File: src/rtl/regen_defs.svh
`ifndef REGEN_DEFS_SVH
`define REGEN_DEFS_SVH

// Register offsets
`define OFS_TERMINATION 8'h04
`define OFS_OUT_OPTIONS 8'h05
`define OFS_DRIVE 8'h06
`define OFS_EQ_AB 8'h07
`define OFS_EQ_CD 8'h08
`define OFS_PATTERN 8'h09
`define OFS_ERR_LANE0 8'h0A
`define OFS_ERR_LANE1 8'h0B
`define OFS_ERR_LANE2 8'h0C
`define OFS_LOOP_BW 8'h10

// Reset values
`define RST_TERMINATION 8'h00
`define RST_OUT_OPTIONS 4'h0
`define RST_DRIVE 8'h00
`define RST_EQ 8'hCC
`define RST_PATTERN 3'h0
`define RST_LOOP_BW 8'h10
`define RST_PRBS_SEED 7'h7F

// Output option bit positions
`define BIT_CLK_HIZ 0
`define BIT_DATA_HIZ 1
`define BIT_INVERT 2
`define BIT_SWAP 3

// Pattern generator field positions
`define BIT_ERR_ENABLE 2
`define GEN_NORMAL 2'h0
`define GEN_PRBS7 2'h1
`define GEN_SLOW_TOGGLE 2'h2
`define GEN_FAST_TOGGLE 2'h3

// Toggle pattern period and length of its low half
`define TOGGLE_LAST 4'h9
`define TOGGLE_LOW 4'h5

// Serial port bits per byte; error counter saturation value
`define BYTE_BITS 4'h8
`define ERR_MAX 8'hFF

`endif

File: src/rtl/regen_pkg.sv
package regen_pkg;

  // Analog settings handed to the line circuits
  typedef struct packed {
    logic [3:0] data_term;
    logic [3:0] clock_term;
    logic [3:0] data_current;
    logic [3:0] pre_emphasis;
    logic [3:0] eq_a;
    logic [3:0] eq_b;
    logic [3:0] eq_c;
    logic [3:0] eq_d;
    logic [1:0] loop_bw;
  } analog_cfg_t;

  // Serial management port states
  typedef enum logic [8:0] {
    SP_IDLE = 9'h001,
    SP_ADDR = 9'h002,
    SP_ADDR_ACK = 9'h004,
    SP_REG = 9'h008,
    SP_REG_ACK = 9'h010,
    SP_WDATA = 9'h020,
    SP_WDATA_ACK = 9'h040,
    SP_RDATA = 9'h080,
    SP_RDATA_ACK = 9'h100
  } port_state_t;

endpackage

File: src/rtl/tmds_regen_output_test_regs.sv
// Overview of operation
// - Termination bits 0..3: data input 50 ohm when clear, 100 ohm when set.
// - Termination bits 4..7: clock input 50 ohm when clear, 100 ohm set.
// - Output option bit 0 set puts the clock outputs in high impedance.
// - Output option bit 1 set puts the data outputs in high impedance.
// - Output option bit 2 inverts every data pair; clock polarity unchanged.
// - Output option bit 3 swaps lane zero and lane two data.
// - Drive bits 3:0 set data current 10 mA plus code times 0.125 mA.
// - Drive bits 7:4 set first-half-bit data boost in 0.125 mA steps.
// - Four-bit equalizer gain per channel, A/B then C/D nibbles.
// - Generator mode: normal, PRBS7, 0000011111 or 1010101010 pattern.
// - Test patterns step on the selected channel's input clock.
// - Generator bit 2 enables the error counters; cleared means no counting.
// - Three eight-bit PRBS7 error counters saturate at 0xFF.
// - Reading a counter returns its value, then clears it after the read.
// - Two-bit loop bandwidth: 4 MHz, 2 MHz, 1 MHz, 500 kHz; resets to 0.
// - Serial port keeps working while shutdown is requested.
`include "regen_defs.svh"
`timescale 1ns/1ps
`default_nettype none

module tmds_regen_output_test_regs #(
  parameter logic [6:0] DEV_ADDR = 7'h50  // Arbitrary default address
) (
  // Clock and reset
  input wire logic clk,
  input wire logic rst_b,
  // Serial management port
  input wire logic scl_in,
  input wire logic sda_in,
  output logic sda_out,
  output logic sda_oe_b,
  // Regenerated lane data, one bit per strobe
  input wire logic [2:0] rx_bit,
  input wire logic rx_bit_valid,
  // Selected channel's input clock and shutdown pin
  input wire logic sel_clk_in,
  input wire logic shutdown_request,
  // Transmit lanes
  output logic [2:0] data_out_p,
  output logic [2:0] data_out_n,
  output logic data_out_oe_b,
  output logic clock_out_oe_b,
  // Analog settings
  output regen_pkg::analog_cfg_t analog_cfg
);

  // Register storage
  logic [7:0] input_termination_select;
  logic [3:0] output_options;
  logic [7:0] data_drive_strength;
  logic [7:0] equalizer_gain_ab;
  logic [7:0] equalizer_gain_cd;
  logic [2:0] pattern_generator_control;
  logic [7:0] recovery_loop_bandwidth;
  logic [7:0] err_count [3];
  logic [7:0] next_input_termination_select;
  logic [3:0] next_output_options;
  logic [7:0] next_data_drive_strength;
  logic [7:0] next_equalizer_gain_ab;
  logic [7:0] next_equalizer_gain_cd;
  logic [2:0] next_pattern_generator_control;
  logic [7:0] next_recovery_loop_bandwidth;

  // Serial port state
  logic scl_m, scl_s, scl_d, sda_m, sda_s, sda_d;
  regen_pkg::port_state_t state, next_state;
  logic [3:0] bit_cnt, next_bit_cnt;
  logic [7:0] shreg, next_shreg;
  logic [7:0] ptr, next_ptr;
  logic rw, next_rw;
  logic next_sda_oe_b;
  logic wr_pulse, rd_done;
  logic [7:0] rd_value, rd_value_inc;
  logic scl_rise, scl_fall, start_cond, stop_cond;

  // Test path state
  logic sel_m, sel_s, sel_d, gen_tick;
  logic shut_m, shut_s;
  logic [6:0] lfsr, next_lfsr;
  logic [3:0] phase, next_phase;
  logic [2:0] lane_bits, next_lane_bits;
  logic [2:0] next_data_out_p;
  logic next_data_oe_b, next_clock_oe_b;
  logic [6:0] chk [3];
  logic [1:0] mode;

  // Synchronisers; only the second stage and its delayed copy are used
  always_ff @(posedge clk or negedge rst_b) begin
    if (!rst_b) begin
      scl_m <= 1'b1;
      scl_s <= 1'b1;
      scl_d <= 1'b1;
      sda_m <= 1'b1;
      sda_s <= 1'b1;
      sda_d <= 1'b1;
      sel_m <= 1'b0;
      sel_s <= 1'b0;
      sel_d <= 1'b0;
      shut_m <= 1'b0;
      shut_s <= 1'b0;
    end else begin
      scl_m <= scl_in;
      scl_s <= scl_m;
      scl_d <= scl_s;
      sda_m <= sda_in;
      sda_s <= sda_m;
      sda_d <= sda_s;
      sel_m <= sel_clk_in;
      sel_s <= sel_m;
      sel_d <= sel_s;
      shut_m <= shutdown_request;
      shut_s <= shut_m;
    end
  end

  // Bus events
  assign scl_rise = scl_s & ~scl_d;
  assign scl_fall = ~scl_s & scl_d;
  assign start_cond = scl_s & scl_d & sda_d & ~sda_s;
  assign stop_cond = scl_s & scl_d & ~sda_d & sda_s;

  // A process, not an assign, so register changes reach the mux too
  always_comb begin
    rd_value = rd_mux(ptr);
    rd_value_inc = rd_mux(ptr + 8'h01);
  end

  // Read decode; unmapped offsets and unused option and pattern bits give zero
  // zero readback
  function automatic logic [7:0] rd_mux(input logic [7:0] a);
    case (a)
      `OFS_TERMINATION: rd_mux = input_termination_select;
      `OFS_OUT_OPTIONS: rd_mux = {4'h0, output_options};
      `OFS_DRIVE: rd_mux = data_drive_strength;
      `OFS_EQ_AB: rd_mux = equalizer_gain_ab;
      `OFS_EQ_CD: rd_mux = equalizer_gain_cd;
      `OFS_PATTERN: rd_mux = {5'h00, pattern_generator_control};
      `OFS_ERR_LANE0: rd_mux = err_count[0];
      `OFS_ERR_LANE1: rd_mux = err_count[1];
      `OFS_ERR_LANE2: rd_mux = err_count[2];
      `OFS_LOOP_BW: rd_mux = recovery_loop_bandwidth;
      default: rd_mux = 8'h00;
    endcase
  endfunction

  // Serial port sequencer; never gated by shutdown
  // port always live
  always_comb begin
    next_state = state;
    next_bit_cnt = bit_cnt;
    next_shreg = shreg;
    next_ptr = ptr;
    next_rw = rw;
    next_sda_oe_b = sda_oe_b;
    wr_pulse = 1'b0;
    rd_done = 1'b0;
    if (start_cond) begin
      next_state = regen_pkg::SP_ADDR;
      next_bit_cnt = 4'h0;
      next_sda_oe_b = 1'b1;
    end else if (stop_cond) begin
      next_state = regen_pkg::SP_IDLE;
      next_sda_oe_b = 1'b1;
    end else begin
      unique case (state)
        regen_pkg::SP_IDLE: begin
          next_sda_oe_b = 1'b1;
        end
        regen_pkg::SP_ADDR, regen_pkg::SP_REG, regen_pkg::SP_WDATA: begin
          if (scl_rise && bit_cnt != `BYTE_BITS) begin
            next_shreg = {shreg[6:0], sda_s};
            next_bit_cnt = bit_cnt + 4'h1;
          end else if (scl_fall && bit_cnt == `BYTE_BITS) begin
            next_bit_cnt = 4'h0;
            next_sda_oe_b = 1'b0;
            if (state == regen_pkg::SP_ADDR) begin
              if (shreg[7:1] == DEV_ADDR) begin
                next_rw = shreg[0];
                next_state = regen_pkg::SP_ADDR_ACK;
              end else begin
                next_sda_oe_b = 1'b1;
                next_state = regen_pkg::SP_IDLE;
              end
            end else if (state == regen_pkg::SP_REG) begin
              next_ptr = shreg;
              next_state = regen_pkg::SP_REG_ACK;
            end else begin
              wr_pulse = 1'b1;
              next_state = regen_pkg::SP_WDATA_ACK;
            end
          end
        end
        regen_pkg::SP_ADDR_ACK, regen_pkg::SP_REG_ACK,
        regen_pkg::SP_WDATA_ACK: begin
          if (scl_fall) begin
            next_sda_oe_b = 1'b1;
            next_bit_cnt = 4'h0;
            if (state == regen_pkg::SP_ADDR_ACK && rw) begin
              next_shreg = rd_value;
              next_sda_oe_b = rd_value[7];
              next_bit_cnt = 4'h1;
              next_state = regen_pkg::SP_RDATA;
            end else if (state == regen_pkg::SP_ADDR_ACK) begin
              next_state = regen_pkg::SP_REG;
            end else begin
              if (state == regen_pkg::SP_WDATA_ACK) begin
                next_ptr = ptr + 8'h01;
              end
              next_state = regen_pkg::SP_WDATA;
            end
          end
        end
        regen_pkg::SP_RDATA: begin
          if (scl_fall && bit_cnt == `BYTE_BITS) begin
            rd_done = 1'b1;
            next_sda_oe_b = 1'b1;
            next_state = regen_pkg::SP_RDATA_ACK;
          end else if (scl_fall) begin
            next_shreg = {shreg[6:0], 1'b0};
            next_sda_oe_b = shreg[6];
            next_bit_cnt = bit_cnt + 4'h1;
          end
        end
        regen_pkg::SP_RDATA_ACK: begin
          // Host NACK ends the read; ACK fetches the next offset
          if (scl_rise && sda_s) begin
            next_state = regen_pkg::SP_IDLE;
          end else if (scl_fall) begin
            next_ptr = ptr + 8'h01;
            next_shreg = rd_value_inc;
            next_sda_oe_b = rd_value_inc[7];
            next_bit_cnt = 4'h1;
            next_state = regen_pkg::SP_RDATA;
          end
        end
      endcase
    end
  end

  // Serial port registers; the pin is only ever pulled low
  always_ff @(posedge clk or negedge rst_b) begin
    if (!rst_b) begin
      state <= regen_pkg::SP_IDLE;
      bit_cnt <= 4'h0;
      shreg <= 8'h00;
      ptr <= 8'h00;
      rw <= 1'b0;
      sda_oe_b <= 1'b1;
      sda_out <= 1'b0;
    end else begin
      state <= next_state;
      bit_cnt <= next_bit_cnt;
      shreg <= next_shreg;
      ptr <= next_ptr;
      rw <= next_rw;
      sda_oe_b <= next_sda_oe_b;
      sda_out <= 1'b0;
    end
  end

  // Register writes; counters and unmapped offsets ignore them
  always_comb begin
    next_input_termination_select = input_termination_select;
    next_output_options = output_options;
    next_data_drive_strength = data_drive_strength;
    next_equalizer_gain_ab = equalizer_gain_ab;
    next_equalizer_gain_cd = equalizer_gain_cd;
    next_pattern_generator_control = pattern_generator_control;
    next_recovery_loop_bandwidth = recovery_loop_bandwidth;
    if (wr_pulse) begin
      case (ptr)
        `OFS_TERMINATION: next_input_termination_select = shreg;
        `OFS_OUT_OPTIONS: next_output_options = shreg[3:0];
        `OFS_DRIVE: next_data_drive_strength = shreg;
        `OFS_EQ_AB: next_equalizer_gain_ab = shreg;
        `OFS_EQ_CD: next_equalizer_gain_cd = shreg;
        `OFS_PATTERN: next_pattern_generator_control = shreg[2:0];
        `OFS_LOOP_BW: next_recovery_loop_bandwidth = shreg;
        default: ;
      endcase
    end
  end

  // Configuration registers
  always_ff @(posedge clk or negedge rst_b) begin
    if (!rst_b) begin
      input_termination_select <= `RST_TERMINATION;
      output_options <= `RST_OUT_OPTIONS;
      data_drive_strength <= `RST_DRIVE;
      equalizer_gain_ab <= `RST_EQ;
      equalizer_gain_cd <= `RST_EQ;
      pattern_generator_control <= `RST_PATTERN;
      recovery_loop_bandwidth <= `RST_LOOP_BW;
    end else begin
      input_termination_select <= next_input_termination_select;
      output_options <= next_output_options;
      data_drive_strength <= next_data_drive_strength;
      equalizer_gain_ab <= next_equalizer_gain_ab;
      equalizer_gain_cd <= next_equalizer_gain_cd;
      pattern_generator_control <= next_pattern_generator_control;
      recovery_loop_bandwidth <= next_recovery_loop_bandwidth;
    end
  end

  // Analog settings straight from the register flops
  // drive codes
  assign analog_cfg.data_term = input_termination_select[3:0];
  assign analog_cfg.clock_term = input_termination_select[7:4];
  assign analog_cfg.data_current = data_drive_strength[3:0];
  assign analog_cfg.pre_emphasis = data_drive_strength[7:4];
  assign analog_cfg.eq_a = equalizer_gain_ab[3:0];
  assign analog_cfg.eq_b = equalizer_gain_ab[7:4];
  assign analog_cfg.eq_c = equalizer_gain_cd[3:0];
  assign analog_cfg.eq_d = equalizer_gain_cd[7:4];
  assign analog_cfg.loop_bw = recovery_loop_bandwidth[1:0];

  // Per-lane PRBS7 checker: self-synchronising on received bits
  genvar g;
  generate
    for (g = 0; g < 3; g++) begin : g_lane
      logic err;
      logic hit;
      logic [7:0] next_count;
      logic [6:0] next_chk;
      always_comb begin
        err = rx_bit_valid & (rx_bit[g] != (chk[g][6] ^ chk[g][5]));
        hit = rd_done && ptr == (`OFS_ERR_LANE0 + 8'(g));
        next_chk = rx_bit_valid ? {chk[g][5:0], rx_bit[g]} : chk[g];
        next_count = err_count[g];
        // clear; an error in the same cycle still counts
        if (hit) begin
          next_count = 8'h00;
        end
        if (err && pattern_generator_control[`BIT_ERR_ENABLE] &&
            next_count != `ERR_MAX) begin
          next_count = next_count + 8'h01;
        end
      end
      always_ff @(posedge clk or negedge rst_b) begin
        if (!rst_b) begin
          chk[g] <= 7'h00;
          err_count[g] <= 8'h00;
        end else begin
          chk[g] <= next_chk;
          err_count[g] <= next_count;
        end
      end
    end
  endgenerate

  // Generator steps on rising edges of the selected input clock
  // pattern timing
  assign gen_tick = sel_s & ~sel_d;
  assign mode = pattern_generator_control[1:0];

  // Pattern source, lane remap and output drive
  always_comb begin
    next_lfsr = lfsr;
    next_phase = phase;
    next_lane_bits = lane_bits;
    unique case (mode)
      `GEN_NORMAL: begin
        next_phase = 4'h0;
        if (rx_bit_valid) begin
          next_lane_bits = rx_bit;
        end
      end
      `GEN_PRBS7: begin
        if (gen_tick) begin
          next_lfsr = {lfsr[5:0], lfsr[6] ^ lfsr[5]};
          next_lane_bits = {3{lfsr[6]}};
        end
      end
      `GEN_SLOW_TOGGLE, `GEN_FAST_TOGGLE: begin
        if (gen_tick) begin
          next_phase = (phase == `TOGGLE_LAST) ? 4'h0 : phase + 4'h1;
          next_lane_bits = (mode == `GEN_SLOW_TOGGLE) ?
            {3{phase >= `TOGGLE_LOW}} : {3{~phase[0]}};
        end
      end
    endcase
    next_data_out_p = output_options[`BIT_SWAP] ?
      {lane_bits[0], lane_bits[1], lane_bits[2]} : lane_bits;
    next_data_out_p = next_data_out_p ^ {3{output_options[`BIT_INVERT]}};
    next_data_oe_b = output_options[`BIT_DATA_HIZ] | shut_s;
    next_clock_oe_b = output_options[`BIT_CLK_HIZ] | shut_s;
  end

  // Pattern and output registers
  always_ff @(posedge clk or negedge rst_b) begin
    if (!rst_b) begin
      lfsr <= `RST_PRBS_SEED;
      phase <= 4'h0;
      lane_bits <= 3'h0;
      data_out_p <= 3'h0;
      data_out_n <= 3'h7;
      data_out_oe_b <= 1'b1;
      clock_out_oe_b <= 1'b1;
    end else begin
      lfsr <= next_lfsr;
      phase <= next_phase;
      lane_bits <= next_lane_bits;
      data_out_p <= next_data_out_p;
      data_out_n <= ~next_data_out_p;
      data_out_oe_b <= next_data_oe_b;
      clock_out_oe_b <= next_clock_oe_b;
    end
  end

endmodule

`default_nettype wire

File: config.mk
export PLATFORM = sky130hd
export DESIGN_NAME = tmds_regen_output_test_regs
export DESIGN_NICKNAME = d
export VERILOG_FILES = /design/src/rtl/regen_pkg.sv /design/src/rtl/tmds_regen_output_test_regs.sv
export VERILOG_INCLUDE_DIRS = /design/src /design/src/rtl
export SDC_FILE = /design/constraint.sdc
export NUM_CORES = 1
export LEC_CHECK = 0
export ABC_AREA = 0
export BUFFER_PORTS_ARGS = -buffer_cell sky130_fd_sc_hd__buf_2
export CORE_UTILIZATION = 45
export CTS_BUF_LIST = sky130_fd_sc_hd__clkbuf_8
export CTS_CLUSTER_DIAMETER = 120
export DETAILED_ROUTE_END_ITERATION = 8
export HOLD_SLACK_MARGIN = 0.06
export PLACE_DENSITY = 0.71
export SLEW_MARGIN = 15
export SYNTH_ARGS = -nofsm -noshare
export SYNTH_HDL_FRONTEND = slang
export SYNTH_SLANG_ARGS = --single-unit
export TNS_END_PERCENT = 20
File: constraint.sdc
create_clock -name clk -period 5.65 [get_ports clk]
set_input_delay 1.13 -clock clk [delete_from_list [all_inputs] [get_ports clk]]
set_output_delay 1.13 -clock clk [all_outputs]
set_load 0.03 [all_outputs]
==> tab_implementation.tex <==
\begin{tabular}{lr}
\hline
Metric & Value \\
\hline
\multicolumn{2}{l}{\textbf{Logic synthesis}} \\
\quad Most frequently used flop master after synthesis & sky130\_fd\_sc\_hd\_\_dfrtp\_1 \\
\quad Average cell area after synthesis & approximately 10 µm² \\
\quad Post-synthesis share of cell area spent on and, or, nand and nor gates & 0.165 \\
\quad Parity-gate share of the synthesized area counting xor and xnor cells & 0.0396 \\
\quad Sequential share of the synthesized area & 0.445 \\
\quad Synthesis warning total & 0 \\
\quad Netlist Area Pre-Place & 0.00886 mm² \\
\quad Synth Register Bits & 156 \\
\quad Synthesized netlist cell count & around 860 \\
\quad Area fraction in compound gates after synthesis & 0.167 \\
\quad Mux share of post-synthesis cell area & 0.125 \\
\quad Share of synthesized registers carrying an async set or reset & 1.00 \\
\quad Distinct cell type count after synthesis & 85 \\
\quad Number of flops mapped to enable cells by yosys & 0 \\
\quad Syn Nets & approximately 880 \\
\quad Main combinational cell family by area after synthesis & compound AO/OA/AOI/OAI gates \\
\quad Share of synthesized cell area in full adder, half adder and majority cells & 0.0141 \\
\multicolumn{2}{l}{\textbf{Clocking}} \\
\quad Clock latency on the worst-skew pair & around 0.47 ns \\
\quad Post CTS Setup Buffer Count & 0 \\
\quad Clock Sink Count & around 160 \\
\quad CTS tree & built \\
\quad Cts repair resizes & 0 \\
\quad Inserted Clock Buffers & 17 \\
\quad Buffer depth of the longest clock path & 2 \\
\quad Hold Buf Count CTS & 0 \\
\quad Clock Tree Root & sky130\_fd\_sc\_hd\_\_clkbuf\_8 \\
\quad Clock input transition at the sequential cells of the worst setup and hold paths & 0.10 ns \\
\quad Total number of H-tree levels & 4 \\
\multicolumn{2}{l}{\textbf{Layout}} \\
\quad Number of fill cells & 1784 \\
\quad Post-Layout Cell Count & 1152 \\
\quad Number of antenna cells inserted & 0 \\
\quad Total area of multi-input combinational cells & 0.00452 mm² \\
\quad Layout Nets & 899 \\
\quad Most frequent cells in the layout & 127 x sky130\_fd\_sc\_hd\_\_dfrtp\_1, 76 x sky130\_fd\_sc\_hd\_\_mux2\_2, 75 x sky130\_fd\_sc\_hd\_\_nand2\_1 \\
\quad Ratio of cells with drive above 1 in the final layout & 0.254 \\
\quad Area growth from synthesis to final layout & 8.05\% \\
\quad Commonest non-fill, non-tap cell in the layout & sky130\_fd\_sc\_hd\_\_dfrtp\_1 \\
\quad Register area & between 0.003 and 0.004 mm² \\
\multicolumn{2}{l}{\textbf{Floorplan}} \\
\quad Die area & 0.0202 mm² \\
\quad Number of placed I/O pins & 54 \\
\quad Width of the die & 142 µm \\
\quad Placeable core area & 0.0190 mm² \\
\quad Initial core utilization & 0.466 \\
\quad Die extent in y & 142 µm \\
\quad Floorplan row count & 50 \\
\multicolumn{2}{l}{\textbf{Global route}} \\
\quad Global-route usage over all layers & 0.246 \\
\quad Initial antenna violation count & 0 \\
\quad Maximum number of pins on one net before global-route repair & 122 \\
\quad Total congestion overflow after global routing & 0 \\
\quad Vias in the first global route & 6602 \\
\quad Global-route wire length before repair & 37.8 mm \\
\multicolumn{2}{l}{\textbf{Drt}} \\
\quad WL per Instance & 20.7 µm \\
\quad TritonRoute pass-1 iters & 9 \\
\quad Iteration-0 DRC count of the detailed router & approximately 950 \\
\quad Number of vias after detailed routing & 7254 \\
\quad Drc violations & 0 \\
\quad Via/cell ratio & 6.30 \\
\quad Detailed-route wire length & around 24 mm \\
\quad Antenna Violating Nets Remaining & 0 \\
\multicolumn{2}{l}{\textbf{Setup path}} \\
\quad R2R depth & 12 \\
\quad Critical path start-end classification & reg2reg \\
\quad Worst Path Arrival & 4.02 ns \\
\quad Slowest cell delay on critical path & 0.55 ns \\
\quad Crit path required time & $\sim$6.0 ns \\
\quad Nature of the critical path endpoint & register \\
\quad Worst-path cell with the longest stage delay & sky130\_fd\_sc\_hd\_\_nor4\_4 \\
\quad Endpoint of the worst register-to-register path & err\_count[5] \\
\quad Critical Path Source & ptr[0] \\
\quad Reg-to-reg setup timing slack & 1.99 ns \\
\quad Largest fanout on the critical path & 25 \\
\quad Startpoint class of the critical path & register \\
\quad Sequence of cells on the critical path & inv\_1 -> ha\_1 -> buf\_4 -> inv\_1 -> nor4\_4 -> nand3\_2 -> and2\_2 -> ha\_1 -> and4\_1 -> a211oi\_4 -> nand4\_1 -> xor2\_1 \\
\quad R2r startpoint & ptr[0] \\
\multicolumn{2}{l}{\textbf{STA}} \\
\quad Setup Total Neg Slack & 0 ns \\
\quad Worst Tran Pin Value & between 1 and 1.5 ns \\
\quad Fin crit period & 3.66 ns \\
\quad Worst-case clock skew & 0.0182 ns \\
\quad Period utilisation layout & 0.648 \\
\quad Final hold slack & 0.351 ns \\
\quad Max Clock Freq & 273 MHz \\
\quad Setup repair after global routing missed its margin & no \\
\quad Final Max Tran Viols & 0 \\
\quad \# setup viols final & 0 \\
\quad Final Hold Violating Endpoints & 0 \\
\quad Max\_slew headroom & 0.327 \\
\multicolumn{2}{l}{\textbf{Hold path}} \\
\quad Startpoint of the tightest hold check path & shut\_m \\
\quad Number of cells on the worst hold path & 0 \\
\quad Hold path endpoint & shut\_s \\
\quad Class of the tightest hold or removal check & reg2reg \\
\multicolumn{2}{l}{\textbf{Placement}} \\
\quad Count of port buffers added during placement & 52 \\
\quad Placer's final routability congestion estimate & 1.01 \\
\quad HPWL reported at the end of detailed placement & 17.0 mm \\
\quad Dpl cells & $\sim$1100 \\
\multicolumn{2}{l}{\textbf{Pwr}} \\
\quad Static Leak & 4.15 nW \\
\quad Total power divided by cell area & 362 mW/mm² \\
\quad Worst IR drop on VDD & 206 µV \\
\multicolumn{2}{l}{\textbf{Run}} \\
\quad Number of maximum-capacitance violations & 0 \\
\multicolumn{2}{l}{\textbf{Status}} \\
\quad Result of the run & finished clean \\
\hline
\end{tabular}
==> how the worst max path moves through the flow <==
stage                         endpoint
final                     err_count[5]
after global routing      err_count[3]
after CTS                 err_count[4]
after detailed placement  err_count[5]
after global placement    err_count[1]
after floorplan           err_count[1]
==> per-stage QoR <==
step	area, µm²	setup slack, ns	power [mW]	utilization
2_1_floorplan	8860	2.55	2.33	-
3_3_place_gp	9180	2.19	2.59	0.483
3_5_place_dp	9180	2.06	2.61	0.483
4_1_cts	9570	2.05	3.45	0.503
5_1_grt	9570	1.77	3.65	0.503
6_report	9570	1.99	3.47	0.503
==> synth_stat cells (4+ instances only) <==
| cell | instances | area [µm²] |
|---|---|---|
| sky130_fd_sc_hd__xnor2_1 | 20 | 175 |
| sky130_fd_sc_hd__ha_1 | 10 | 125 |
| sky130_fd_sc_hd__nor3_1 | 14 | 70.1 |
| sky130_fd_sc_hd__clkbuf_1 | 29 | 109 |
| sky130_fd_sc_hd__xor2_1 | 20 | 175 |
| sky130_fd_sc_hd__dfrtp_1 | 127 | 3180 |
| sky130_fd_sc_hd__nor2b_1 | 8 | 50.1 |
| sky130_fd_sc_hd__or2_2 | 6 | 37.5 |
| sky130_fd_sc_hd__a22oi_1 | 13 | 97.6 |
| sky130_fd_sc_hd__nor4_1 | 11 | 68.8 |
| sky130_fd_sc_hd__dfstp_2 | 29 | 762 |
| sky130_fd_sc_hd__nand2b_1 | 10 | 62.6 |
| sky130_fd_sc_hd__inv_1 | 23 | 86.3 |
| sky130_fd_sc_hd__mux2_1 | 7 | 78.8 |
| sky130_fd_sc_hd__nand4_1 | 10 | 62.6 |
| sky130_fd_sc_hd__a21oi_1 | 28 | 140 |
| sky130_fd_sc_hd__o211ai_1 | 5 | 37.5 |
| sky130_fd_sc_hd__o21ai_0 | 29 | 145 |
| sky130_fd_sc_hd__and2_1 | 9 | 56.3 |
| sky130_fd_sc_hd__buf_6 | 4 | 45.0 |
| sky130_fd_sc_hd__a222oi_1 | 10 | 100 |
| sky130_fd_sc_hd__a211o_1 | 10 | 87.6 |
| sky130_fd_sc_hd__o22ai_1 | 17 | 106 |
| sky130_fd_sc_hd__o31ai_1 | 8 | 60.1 |
| sky130_fd_sc_hd__a31oi_1 | 4 | 25.0 |
| sky130_fd_sc_hd__a22o_1 | 16 | 140 |
| sky130_fd_sc_hd__nand2_1 | 75 | 282 |
| sky130_fd_sc_hd__nand3_1 | 23 | 115 |
| sky130_fd_sc_hd__o21ai_1 | 6 | 30.0 |
| sky130_fd_sc_hd__mux2_2 | 76 | 856 |
| sky130_fd_sc_hd__nand3b_1 | 4 | 30.0 |
| sky130_fd_sc_hd__mux2i_1 | 17 | 170 |
| sky130_fd_sc_hd__a221oi_1 | 18 | 158 |
| sky130_fd_sc_hd__and3_1 | 8 | 50.1 |
| sky130_fd_sc_hd__nor2_1 | 53 | 199 |
| sky130_fd_sc_hd__o21a_1 | 4 | 30.0 |
| sky130_fd_sc_hd__a211oi_1 | 4 | 30.0 |
| sky130_fd_sc_hd__buf_4 | 4 | 30.0 |
| sky130_fd_sc_hd__or3_1 | 5 | 31.3 |
| sky130_fd_sc_hd__buf_2 | 19 | 95.1 |
| sky130_fd_sc_hd__o41ai_1 | 4 | 35.0 |
| sky130_fd_sc_hd__o22a_1 | 6 | 52.6 |
==> registers in the layout, summed over array words and instances, names as in the netlist, 7 cells and up <==
register                  count
shreg                         8
lfsr                          7
err_count                    24
chk                          21
ptr                           8
equalizer_gain_cd             8
input_termination_select      8
data_drive_strength           8
recovery_loop_bandwidth       8
equalizer_gain_ab             8
state                         9
==> critical path: cells and delay by family, from the launching register on <==
family / cells / cell delay, ns
AOI/OAI and AO/OA: 1 / 0.42
xor gates and xnor gates: 1 / 0.20
adders and majority gates: 2 / 0.39
buffers and inverters: 3 / 0.58
DFF: 1 / 0.47
and+or+nand+nor: 5 / 1.50
==> layout make-up <==
class                           count  area share
Inverter                           24     0.00941
Clock inverter                     14      0.0144
Timing Repair Buffer               57      0.0320
Clock buffer                       18      0.0259
Sequential cell                   156       0.412
Tap cell                          260      0.0340
Multi-Input combinational cell    623       0.473
==> metal layers <==
layer  routed length [µm]  up-vias  track usage
li1                     -     3217            -
met1                10700     3598        0.357
met2                10500      379        0.363
met3                 1920       60       0.0451
met4                  794        0       0.0973
met5                    0        -            0
==> logic make-up after synthesis <==
logic type | Yosys count
multiplexers | 100
AND/OR/NAND/NOR | 269
other | 1
XOR/XNOR | 40
flip-flops | 156
buffers and inverters | 84
AO/OA/AOI/OAI | 203
adder cells (fa/ha/maj) | 10
==> report_power, final <==
| part | total (mW) | internal (mW) | switching (mW) |
|---|---|---|---|
| sequential | 1.49 | 1.24 | 0.250 |
| combinational | 1.14 | 0.416 | 0.722 |
| clock | 0.842 | 0.372 | 0.470 |
Power figures use the tool's default switching activity.
